--- src/rtl/ild_map.vh ---
/*
  Register locations, field positions, reset values and timing counts
  for the input level detector. Definitions only; include by bare name.
*/
`ifndef ILD_MAP_VH
`define ILD_MAP_VH

// Global write locations
`define ILD_FMT_ADDR 16'hf804
`define ILD_CFG_ADDR 16'hf805
`define ILD_START_ADDR 16'hf806
`define ILD_TEST_WORD_ADDR 16'hf807
`define ILD_TEST_STROBE_ADDR 16'hf808
// Indirect write location of the channel control register
`define ILD_CHAN_CTRL_ADDR 16'h0000

// Input format control fields
`define ILD_FMT_DEMUX_HI 6
`define ILD_FMT_DEMUX_LO 4
`define ILD_FMT_INTERP_BIT 3
`define ILD_DEMUX_DEPTH 7

// Configuration fields
`define ILD_CFG_RECTIFY_BIT 21
`define ILD_CFG_FREE_RUN_BIT 20
`define ILD_CFG_LEAK_HI 19
`define ILD_CFG_LEAK_LO 18
`define ILD_CFG_MODE_HI 17
`define ILD_CFG_MODE_LO 16
`define ILD_CFG_INTERVAL_HI 15
`define ILD_CFG_INTERVAL_LO 0
`define ILD_CFG_WRITE_MASK 32'h003f_ffff

// Channel control fields
`define ILD_CHAN_TEST_TO_DET_BIT 0
`define ILD_CHAN_TEST_TO_MIX_BIT 1
`define ILD_CHAN_TEST_STROBE_BIT 11
`define ILD_CHAN_STROBE_SEL_BIT 12

// Detector modes and leak shifts
`define ILD_MODE_LEAKY 2'b00
`define ILD_MODE_PEAK 2'b01
`define ILD_MODE_INTEG 2'b10
`define ILD_LEAK_SHIFT_1 5'd16
`define ILD_LEAK_SHIFT_2 5'd8
`define ILD_LEAK_SHIFT_3 5'd4
`define ILD_LEAK_SHIFT_4 5'd0

// Status word
`define ILD_STATUS_DONE_BIT 1

// Reset values
`define ILD_CFG_RESET 32'h0000_0000
`define ILD_FMT_RESET 16'h0000
`define ILD_TEST_WORD_RESET 16'h0000
`define ILD_CHAN_CTRL_RESET 16'h0000

`endif

--- src/rtl/ild_level_detector.v ---
/*
  Input level detector with demultiplex delay, gated or interpolated
  update, rectifier, leaky/peak/plain integrator, interval counter and
  a test input word, plus a small result FIFO.
  Assumes one 25 MHz clock, a synchronous active-high reset, and that
  the sample source and the microprocessor write port are synchronous.
*/
`timescale 1ns/1ns
`include "ild_map.vh"

module ild_fifo #(
  parameter WIDTH = 40,
  parameter DEPTH = 4,
  parameter AW = 2
) (
  input wire clk,
  input wire reset,
  input wire [WIDTH-1:0] in_data,
  input wire in_valid,
  output wire in_ready,
  output reg [WIDTH-1:0] out_data,
  output wire out_valid,
  input wire out_ready
);
  reg [WIDTH-1:0] mem [0:DEPTH-1];
  reg [AW-1:0] wr_ptr;
  reg [AW-1:0] rd_ptr;
  reg [AW:0] count;
  wire push;
  wire pop;

  assign in_ready = (count != DEPTH[AW:0]);
  assign out_valid = (count != {(AW+1){1'b0}});
  assign push = in_valid && in_ready;
  assign pop = out_valid && out_ready;

  always @* begin
    out_data = mem[rd_ptr];
  end

  always @(posedge clk) begin
    if (reset) begin
      wr_ptr <= {AW{1'b0}};
      rd_ptr <= {AW{1'b0}};
      count <= {(AW+1){1'b0}};
    end else begin
      if (push) begin
        mem[wr_ptr] <= in_data;
        wr_ptr <= wr_ptr + 1'b1;
      end
      if (pop) begin
        rd_ptr <= rd_ptr + 1'b1;
      end
      if (push && !pop) begin
        count <= count + 1'b1;
      end else if (pop && !push) begin
        count <= count - 1'b1;
      end
    end
  end
endmodule // ild_fifo

// Functional notes
// - Bits 6:4 of input control set clocks waited after strobe; zero means none.
// - All-ones delay code takes the sample seven clocks after the strobe.
// - Gated mode updates the detector only on clocks with the strobe, once.
// - Interpolated mode updates every clock, input zeroed while strobe is high.
// - Bit 21 ones-complements negative samples before detection; else unchanged.
// - Bit 20 free-runs ignoring interval; clear stops accumulating at expiry.
// - Bits 19:18 choose leak gain one, 2^-8, 2^-12 or 2^-16.
// - Bits 17:16 select leaky integrator, peak detector or plain integrator.
// - Interval field holds samples minus two, giving 2 to 65537 samples.
// - Any start write clears the accumulator and restarts the interval count.
// - Interval completion sets status word bit 1.
// - Test input word may replace samples to mixers or to the detector.
// - Test strobe is channel bit 11 or test-strobe writes, chosen by bit 12.
// - Each test-strobe write gives one strobe when that source is selected.
module ild_level_detector (
  input wire clk,
  input wire reset,
  input wire wr_en,
  input wire wr_indirect,
  input wire [15:0] wr_addr,
  input wire [31:0] wr_data,
  input wire [15:0] sample_in,
  input wire sample_strobe_in,
  output reg [15:0] mixer_sample,
  output reg mixer_strobe,
  output reg [39:0] level_out,
  output reg [15:0] status_word,
  output reg [31:0] config_readback,
  output wire [39:0] result_data,
  output wire result_valid,
  input wire result_ready
);
  localparam ST_IDLE = 1'b0;
  localparam ST_RUN = 1'b1;

  reg [15:0] input_format_control;
  reg [31:0] level_detector_config;
  reg [15:0] test_input_word;
  reg [15:0] chan_ctrl;
  reg test_write_pulse;
  reg [`ILD_DEMUX_DEPTH-1:0] strobe_pipe;
  reg [15:0] taken_sample;
  reg [39:0] acc;
  // One bit wider than the field so the 65537-sample interval does not wrap
  reg [16:0] interval_count;
  reg state;
  reg next_state;
  reg done_flag;
  wire global_wr;
  wire start_wr;
  wire test_strobe;
  wire det_strobe;
  wire [15:0] det_data;
  wire [2:0] demux_delay;
  wire interp_mode;
  wire delayed_strobe;
  wire update;
  wire [15:0] formatted;
  wire signed [15:0] rectified;
  wire signed [39:0] x_scaled;
  wire signed [39:0] x_ext;
  wire signed [39:0] leak_step;
  wire [1:0] det_mode;
  wire free_run;
  wire last_sample;
  wire fifo_in_ready;
  wire finish;
  reg signed [39:0] next_acc;

  function [4:0] leak_shift;
    input [1:0] code;
    begin
      case (code)
        2'b00: leak_shift = `ILD_LEAK_SHIFT_1;
        2'b01: leak_shift = `ILD_LEAK_SHIFT_2;
        2'b10: leak_shift = `ILD_LEAK_SHIFT_3;
        default: leak_shift = `ILD_LEAK_SHIFT_4;
      endcase
    end
  endfunction

  function hit;
    input ind;
    input [15:0] addr;
    input [15:0] target;
    input target_ind;
    begin
      hit = (ind == target_ind) && (addr == target);
    end
  endfunction

  assign global_wr = wr_en && !wr_indirect;
  assign start_wr = global_wr && hit(1'b0, wr_addr, `ILD_START_ADDR, 1'b0);

  // Register writes; write-only strobe locations store nothing
  always @(posedge clk) begin
    if (reset) begin
      input_format_control <= `ILD_FMT_RESET;
      level_detector_config <= `ILD_CFG_RESET;
      test_input_word <= `ILD_TEST_WORD_RESET;
      chan_ctrl <= `ILD_CHAN_CTRL_RESET;
      test_write_pulse <= 1'b0;
    end else begin
      // One pulse per write to the test strobe location
      test_write_pulse <= global_wr && hit(1'b0, wr_addr, `ILD_TEST_STROBE_ADDR, 1'b0);
      if (wr_en && hit(wr_indirect, wr_addr, `ILD_FMT_ADDR, 1'b0)) begin
        input_format_control <= wr_data[15:0];
      end
      if (wr_en && hit(wr_indirect, wr_addr, `ILD_CFG_ADDR, 1'b0)) begin
        // Bits 31:22 must be zero, so they are never stored
        level_detector_config <= wr_data & `ILD_CFG_WRITE_MASK;
      end
      if (wr_en && hit(wr_indirect, wr_addr, `ILD_TEST_WORD_ADDR, 1'b0)) begin
        test_input_word <= wr_data[15:0];
      end
      if (wr_en && hit(wr_indirect, wr_addr, `ILD_CHAN_CTRL_ADDR, 1'b1)) begin
        chan_ctrl <= wr_data[15:0];
      end
    end
  end

  // Test strobe source: level bit or write pulse
  assign test_strobe = chan_ctrl[`ILD_CHAN_STROBE_SEL_BIT] ? test_write_pulse :
                       chan_ctrl[`ILD_CHAN_TEST_STROBE_BIT];

  // Test word replaces the external stream where routed
  assign det_strobe = chan_ctrl[`ILD_CHAN_TEST_TO_DET_BIT] ? test_strobe : sample_strobe_in;
  assign det_data = chan_ctrl[`ILD_CHAN_TEST_TO_DET_BIT] ? test_input_word : sample_in;

  always @(posedge clk) begin
    if (reset) begin
      mixer_sample <= 16'h0000;
      mixer_strobe <= 1'b0;
    end else if (chan_ctrl[`ILD_CHAN_TEST_TO_MIX_BIT]) begin
      mixer_sample <= test_input_word;
      mixer_strobe <= test_strobe;
    end else begin
      mixer_sample <= sample_in;
      mixer_strobe <= sample_strobe_in;
    end
  end

  // Demultiplex delay: the strobe is walked down a short pipe
  assign demux_delay = input_format_control[`ILD_FMT_DEMUX_HI:`ILD_FMT_DEMUX_LO];
  assign interp_mode = input_format_control[`ILD_FMT_INTERP_BIT];

  always @(posedge clk) begin
    if (reset) begin
      strobe_pipe <= {`ILD_DEMUX_DEPTH{1'b0}};
    end else begin
      strobe_pipe <= {strobe_pipe[`ILD_DEMUX_DEPTH-2:0], det_strobe};
    end
  end

  // Code 000 uses the live strobe, code 111 the strobe seven clocks old
  assign delayed_strobe = (demux_delay == 3'b000) ? det_strobe : strobe_pipe[demux_delay - 3'd1];

  // Sample taken on the delayed strobe and held between strobes
  always @(posedge clk) begin
    if (reset) begin
      taken_sample <= 16'h0000;
    end else if (delayed_strobe) begin
      taken_sample <= det_data;
    end
  end

  // Gated: one update per strobed clock; interpolated: every clock
  assign update = (state == ST_RUN) && (interp_mode || delayed_strobe);
  // Interpolated input is zero while the strobe is high
  assign formatted = interp_mode ? (delayed_strobe ? 16'h0000 : det_data) :
                     (delayed_strobe ? det_data : taken_sample);

  // Ones complement of negative samples when rectifying
  assign rectified = (level_detector_config[`ILD_CFG_RECTIFY_BIT] && formatted[15]) ?
                     ~formatted : formatted;

  assign det_mode = level_detector_config[`ILD_CFG_MODE_HI:`ILD_CFG_MODE_LO];
  assign free_run = level_detector_config[`ILD_CFG_FREE_RUN_BIT];
  assign x_ext = {{24{rectified[15]}}, rectified};
  // Leaky path keeps 16 fraction bits so small gains do not vanish
  assign x_scaled = {{8{rectified[15]}}, rectified, 16'h0000};
  // A = 2^-k as an arithmetic right shift of the error term
  // Cast keeps the shift arithmetic; acc is stored unsigned
  assign leak_step = (x_scaled - $signed(acc)) >>> (5'd16 - leak_shift(
                     level_detector_config[`ILD_CFG_LEAK_HI:`ILD_CFG_LEAK_LO])) ;

  always @* begin
    next_acc = acc;
    case (det_mode)
      `ILD_MODE_LEAKY: next_acc = acc + leak_step;
      `ILD_MODE_PEAK: begin
        if (x_ext > $signed(acc)) begin
          next_acc = x_ext;
        end
      end
      `ILD_MODE_INTEG: next_acc = acc + x_ext;
      default: next_acc = acc;
    endcase
  end

  // Counter holds samples minus one; zero on an update is the last sample
  assign last_sample = (interval_count == 17'h0_0000);
  // A full result FIFO stalls completion; that sample is dropped meanwhile
  assign finish = update && last_sample && !free_run && fifo_in_ready;

  always @* begin
    next_state = state;
    case (state)
      ST_IDLE: next_state = ST_IDLE;
      ST_RUN: begin
        if (finish) begin
          next_state = ST_IDLE;
        end
      end
      default: next_state = ST_IDLE;
    endcase
    if (start_wr) begin
      next_state = ST_RUN;
    end
  end

  always @(posedge clk) begin
    if (reset) begin
      state <= ST_IDLE;
      acc <= 40'h00_0000_0000;
      interval_count <= 17'h0_0000;
      done_flag <= 1'b0;
    end else begin
      state <= next_state;
      if (start_wr) begin
        // Written data is ignored; only the access matters
        acc <= 40'h00_0000_0000;
        interval_count <= {1'b0,
                           level_detector_config[`ILD_CFG_INTERVAL_HI:`ILD_CFG_INTERVAL_LO]} +
                          17'h0_0001;
      end else if (update && (free_run || !last_sample || fifo_in_ready)) begin
        acc <= next_acc;
        if (!free_run && !last_sample) begin
          interval_count <= interval_count - 17'h0_0001;
        end
      end
      // Completion sets the flag and beats a restart in the same clock
      if (finish) begin
        done_flag <= 1'b1;
      end else if (start_wr) begin
        done_flag <= 1'b0;
      end
    end
  end

  // Readable state; with free-run clear this value freezes once the interval completes
  always @(posedge clk) begin
    if (reset) begin
      level_out <= 40'h00_0000_0000;
      status_word <= 16'h0000;
      config_readback <= `ILD_CFG_RESET;
    end else begin
      level_out <= acc;
      status_word <= {14'h0000, done_flag, 1'b0};
      config_readback <= level_detector_config;
    end
  end

  ild_fifo #(
    .WIDTH(40),
    .DEPTH(4),
    .AW(2)
  ) u_result_fifo (
    .clk(clk),
    .reset(reset),
    .in_data(next_acc),
    .in_valid(finish),
    .in_ready(fifo_in_ready),
    .out_data(result_data),
    .out_valid(result_valid),
    .out_ready(result_ready)
  );
endmodule // ild_level_detector

--- config.mk ---
export PLATFORM = sky130hd
export DESIGN_NAME = ild_level_detector
export DESIGN_NICKNAME = d
export VERILOG_FILES = /design/src/rtl/ild_level_detector.v
export VERILOG_INCLUDE_DIRS = /design/src /design/src/rtl
export SDC_FILE = /design/constraint.sdc
export NUM_CORES = 1
export LEC_CHECK = 0
export ABC_AREA = 1
export BUFFER_PORTS_ARGS = -buffer_cell sky130_fd_sc_hd__buf_2
export CAP_MARGIN = 20
export CORE_MARGIN = 5
export CORE_UTILIZATION = 40
export DETAILED_ROUTE_END_ITERATION = 7
export PLACE_DENSITY = 0.66
export SLEW_MARGIN = 20
export SYNTH_ARGS = -nofsm -noshare
export SYNTH_HDL_FRONTEND = slang
export SYNTH_SLANG_ARGS = --single-unit
--- constraint.sdc ---
create_clock -name clk -period 12.35 [get_ports clk]
set_clock_uncertainty 0.1 [all_clocks]
set_input_delay 1.235 -clock clk [delete_from_list [all_inputs] [get_ports clk]]
set_output_delay 1.235 -clock clk [all_outputs]
set_load 0.005 [all_outputs]
==> results.toml <==
[placed_design]
dpl_worst_slack_ns = 4.251
port_buffers = 180
dp.cells = 4256
gp_congestion = 1.010
hpwl_um = 59630

[power]
ir_drop_mv = 0.1108
p_leak_uw = 0.01236
p_per_area_mw_per_mm2 = 120.5

[clock_tree]
cts_resized = 0
cts.sinks = 378
post-cts-setup-buffer-count = 0
insertion_delay_ns = 0.58
hold_buffers = 0
cts_buffers = 41
h-tree-depth = 2
cts_tree = "done"
cts.clk_slew.worst_paths_ns = 0.06
root_buffer = "clkbuf_16"
max-clock-path-buffers = 3

[timing]
rsz0062_at_grt = "false"
final_hold_viol_count = 0
fin_ws_ns = 4.545
slew_headroom_pct = 28.88
tightest_slew_ns = 1.065
report.final.setup_viol = 0
finalCritPeriodShare_pct = 63.20
whs_ns = 0.3244
slew_violations = 0
fin_tns_setup_ns = 0
fin_crit_ns = 7.805
fmax_mhz = 128.1

[hold_path]
min_from = "strobe_pipe[1]"
worstHoldPathCells = 2
min_to = "strobe_pipe[2]"
min_path_type = "reg -> reg"

[logic_synthesis]
synth_edf_count = 160
ys_async_sr_fraction_pct = 0
ys.flop_type = "dfxtp_1"
synth_cell_types = 60
synth_area_leaders = "edfxtp_1 20%, dfxtp_1 18%, nand2_1 12%, inv_1 6.5%, nor2_1 6.2%"
postSynthRegisterBits = 378
synth_top_area_cell = "edfxtp_1"
synth_top_area_share_pct = 20.00
synth_most_common_cell = "nand2_1"
syn_area_per_cell_um2 = 7.045
netlist_area_mm2 = 0.02402
yosysWarnings = 0
seq_area_frac_synth_pct = 38.17
syn_inst = 3409
synthTopCellsByCount = "736 x nand2_1, 417 x inv_1, 398 x nor2_1"

[grt]
grt_pass1_wl_um = 118600
overflow = 0
grt_max_degree = 85
grt_usage_pct = 23.30
first_global_vias = 20780
antenna_found_initial = 3

[drt]
dr.max_layer_used = "met4"
vias = 23090
wl_met3_um = 5376
vias_per_cell = 5.329
route.met2.wl_um = 34960
met1_length_um = 35290
drcViolationCount = 0
dr.pass1.iters = 8
drt_iter0_markers = 2250
detail-route-antenna-nets = 0
wire_per_inst_um = 18.24
finalWirelength_um = 79020

[flow_run]
cap_violations = 0

[floorplanning]
ios = 216
die_w_um = 255.0
die_h_um = 255.0
fp-row-count = 89
core_area_mm2 = 0.05924
fp.dieArea_mm2 = 0.06505
start_util_pct = 40.54

[cells_and_area]
final_cells = 4333
nets = 3707
utilization_pct = 45.23
fill_cells = 6191
area_growth_pct = 11.57
drive_gt1_share_pct = 10.77

[critical_path]
setup.worst_path.end_class = "flip-flop"
worstPathArrival_ns = 8.00
cp_data_required_time_ns = 12.54
crit_type = "reg -> reg"
cp_max_fo = 32
worstRegToRegCells = 37
cpMaxStageDelayCell = "inv_2"
r2r_end = "u_result_fifo.mem[3][33]"
cpPeakStageDelay_ns = 0.56
crit_family = "simple AND/OR/NAND/NOR gates"
reg2reg_setup_slack_ns = 4.55
path_buf_inv = 6
start_kind = "flip-flop"
r2r_start = "input_format_control[4]"

[outcome]
outcome = "completed"
==> tightest hold or removal path, stage by stage (launching register included) <==
cell	delay [ns]
dfxtp_1	0.31
inv_1	0.05
nor2_1	0.03
==> per-stage QoR <==
| stage | instance area (um^2) | total power, uW |
|---|---|---|
| CTS | 26780 | 3246 |
| detailed placement | 25430 | 1996 |
| floorplan | 24110 | 1796 |
| global placement | 25430 | 1991 |
| global route | 26790 | 3382 |
| finish | 26800 | 3228 |
==> where the power goes <==
part	internal, uW	leakage [uW]	total [uW]	switching [uW]
clock network	735	0.000653	1250	516
logic	203	0.00848	645	442
registers	1330	0.00322	1330	6.26
==> metal layers <==
layer,global-route usage [%],up-vias
li1,-,11510
met3,3.018,170
met5,0,-
met1,32.69,10630
met2,36.73,787
met4,9.187,0
==> cell usage in the layout, fill, tap and decap left out, types with 13 or more instances in the layout <==
master / instances
o21ai_2: 34
nor2_1: 394
conb_1: 25
o22ai_1: 45
dfxtp_1: 217
o21ai_1: 29
o211ai_1: 13
o21bai_1: 15
buf_2: 179
clkbuf_16: 41
a31oi_1: 18
xor2_1: 34
inv_1: 416
inv_2: 28
buf_4: 26
edfxtp_1: 160
o21ai_0: 272
nand4_1: 42
nand2_1: 736
a21oi_1: 256
ha_1: 109
nand3_1: 297
nor3_1: 23
==> flip-flops by register name (all words and copies together), names as in the netlist, 4 cells and up, named ones only <==
name / flops
acc: 40
chan_ctrl: 4
config_readback: 22
input_format_control: 4
interval_count: 17
level_detector_config: 22
level_out: 40
mixer_sample: 16
strobe_pipe: 7
taken_sample: 16
test_input_word: 16
u_result_fifo.mem: 160
==> logic make-up after synthesis <==
| group | count (synthesis) | share of synthesized area, % |
|---|---|---|
| and+or+nand+nor | 1567 | 27.99 |
| DFF | 378 | 38.17 |
| muxes | 2 | 0.08856 |
| buffers and inverters | 603 | 10.23 |
| AOI/OAI and AO/OA | 709 | 16.27 |
| xor gates and xnor gates | 38 | 1.386 |
| other | 1 | 0.01561 |
| adders and majority gates | 111 | 5.845 |
==> worst max-delay path by stage <==
stage	startpoint	endpoint	slack, ns	depth (start not counted)
6_report	input_format_control[4]	u_result_fifo.mem[3][33]	4.55	37
5_1_grt	input_format_control[4]	u_result_fifo.mem[2][16]	4.22	42
4_1_cts	input_format_control[4]	u_result_fifo.mem[2][33]	4.75	37
3_5_place_dp	sample_strobe_in	u_result_fifo.mem[1][33]	4.25	35
3_3_place_gp	sample_strobe_in	u_result_fifo.mem[1][33]	4.27	35
2_1_floorplan	sample_strobe_in	u_result_fifo.mem[0][16]	6.05	39
==> cell type report <==
class,count,area (um^2),area share (%)
antenna,3,7.507,0.02802
clock buffer,54,1095,4.086
clock inverter,20,256.5,0.9572
inverter,448,1684,6.285
multi-input combinational,2452,12530,46.74
sequential,378,9170,34.22
tap,773,967.2,3.609
timing repair buffer,205,1091,4.072
Power figures use the tool's default switching activity.
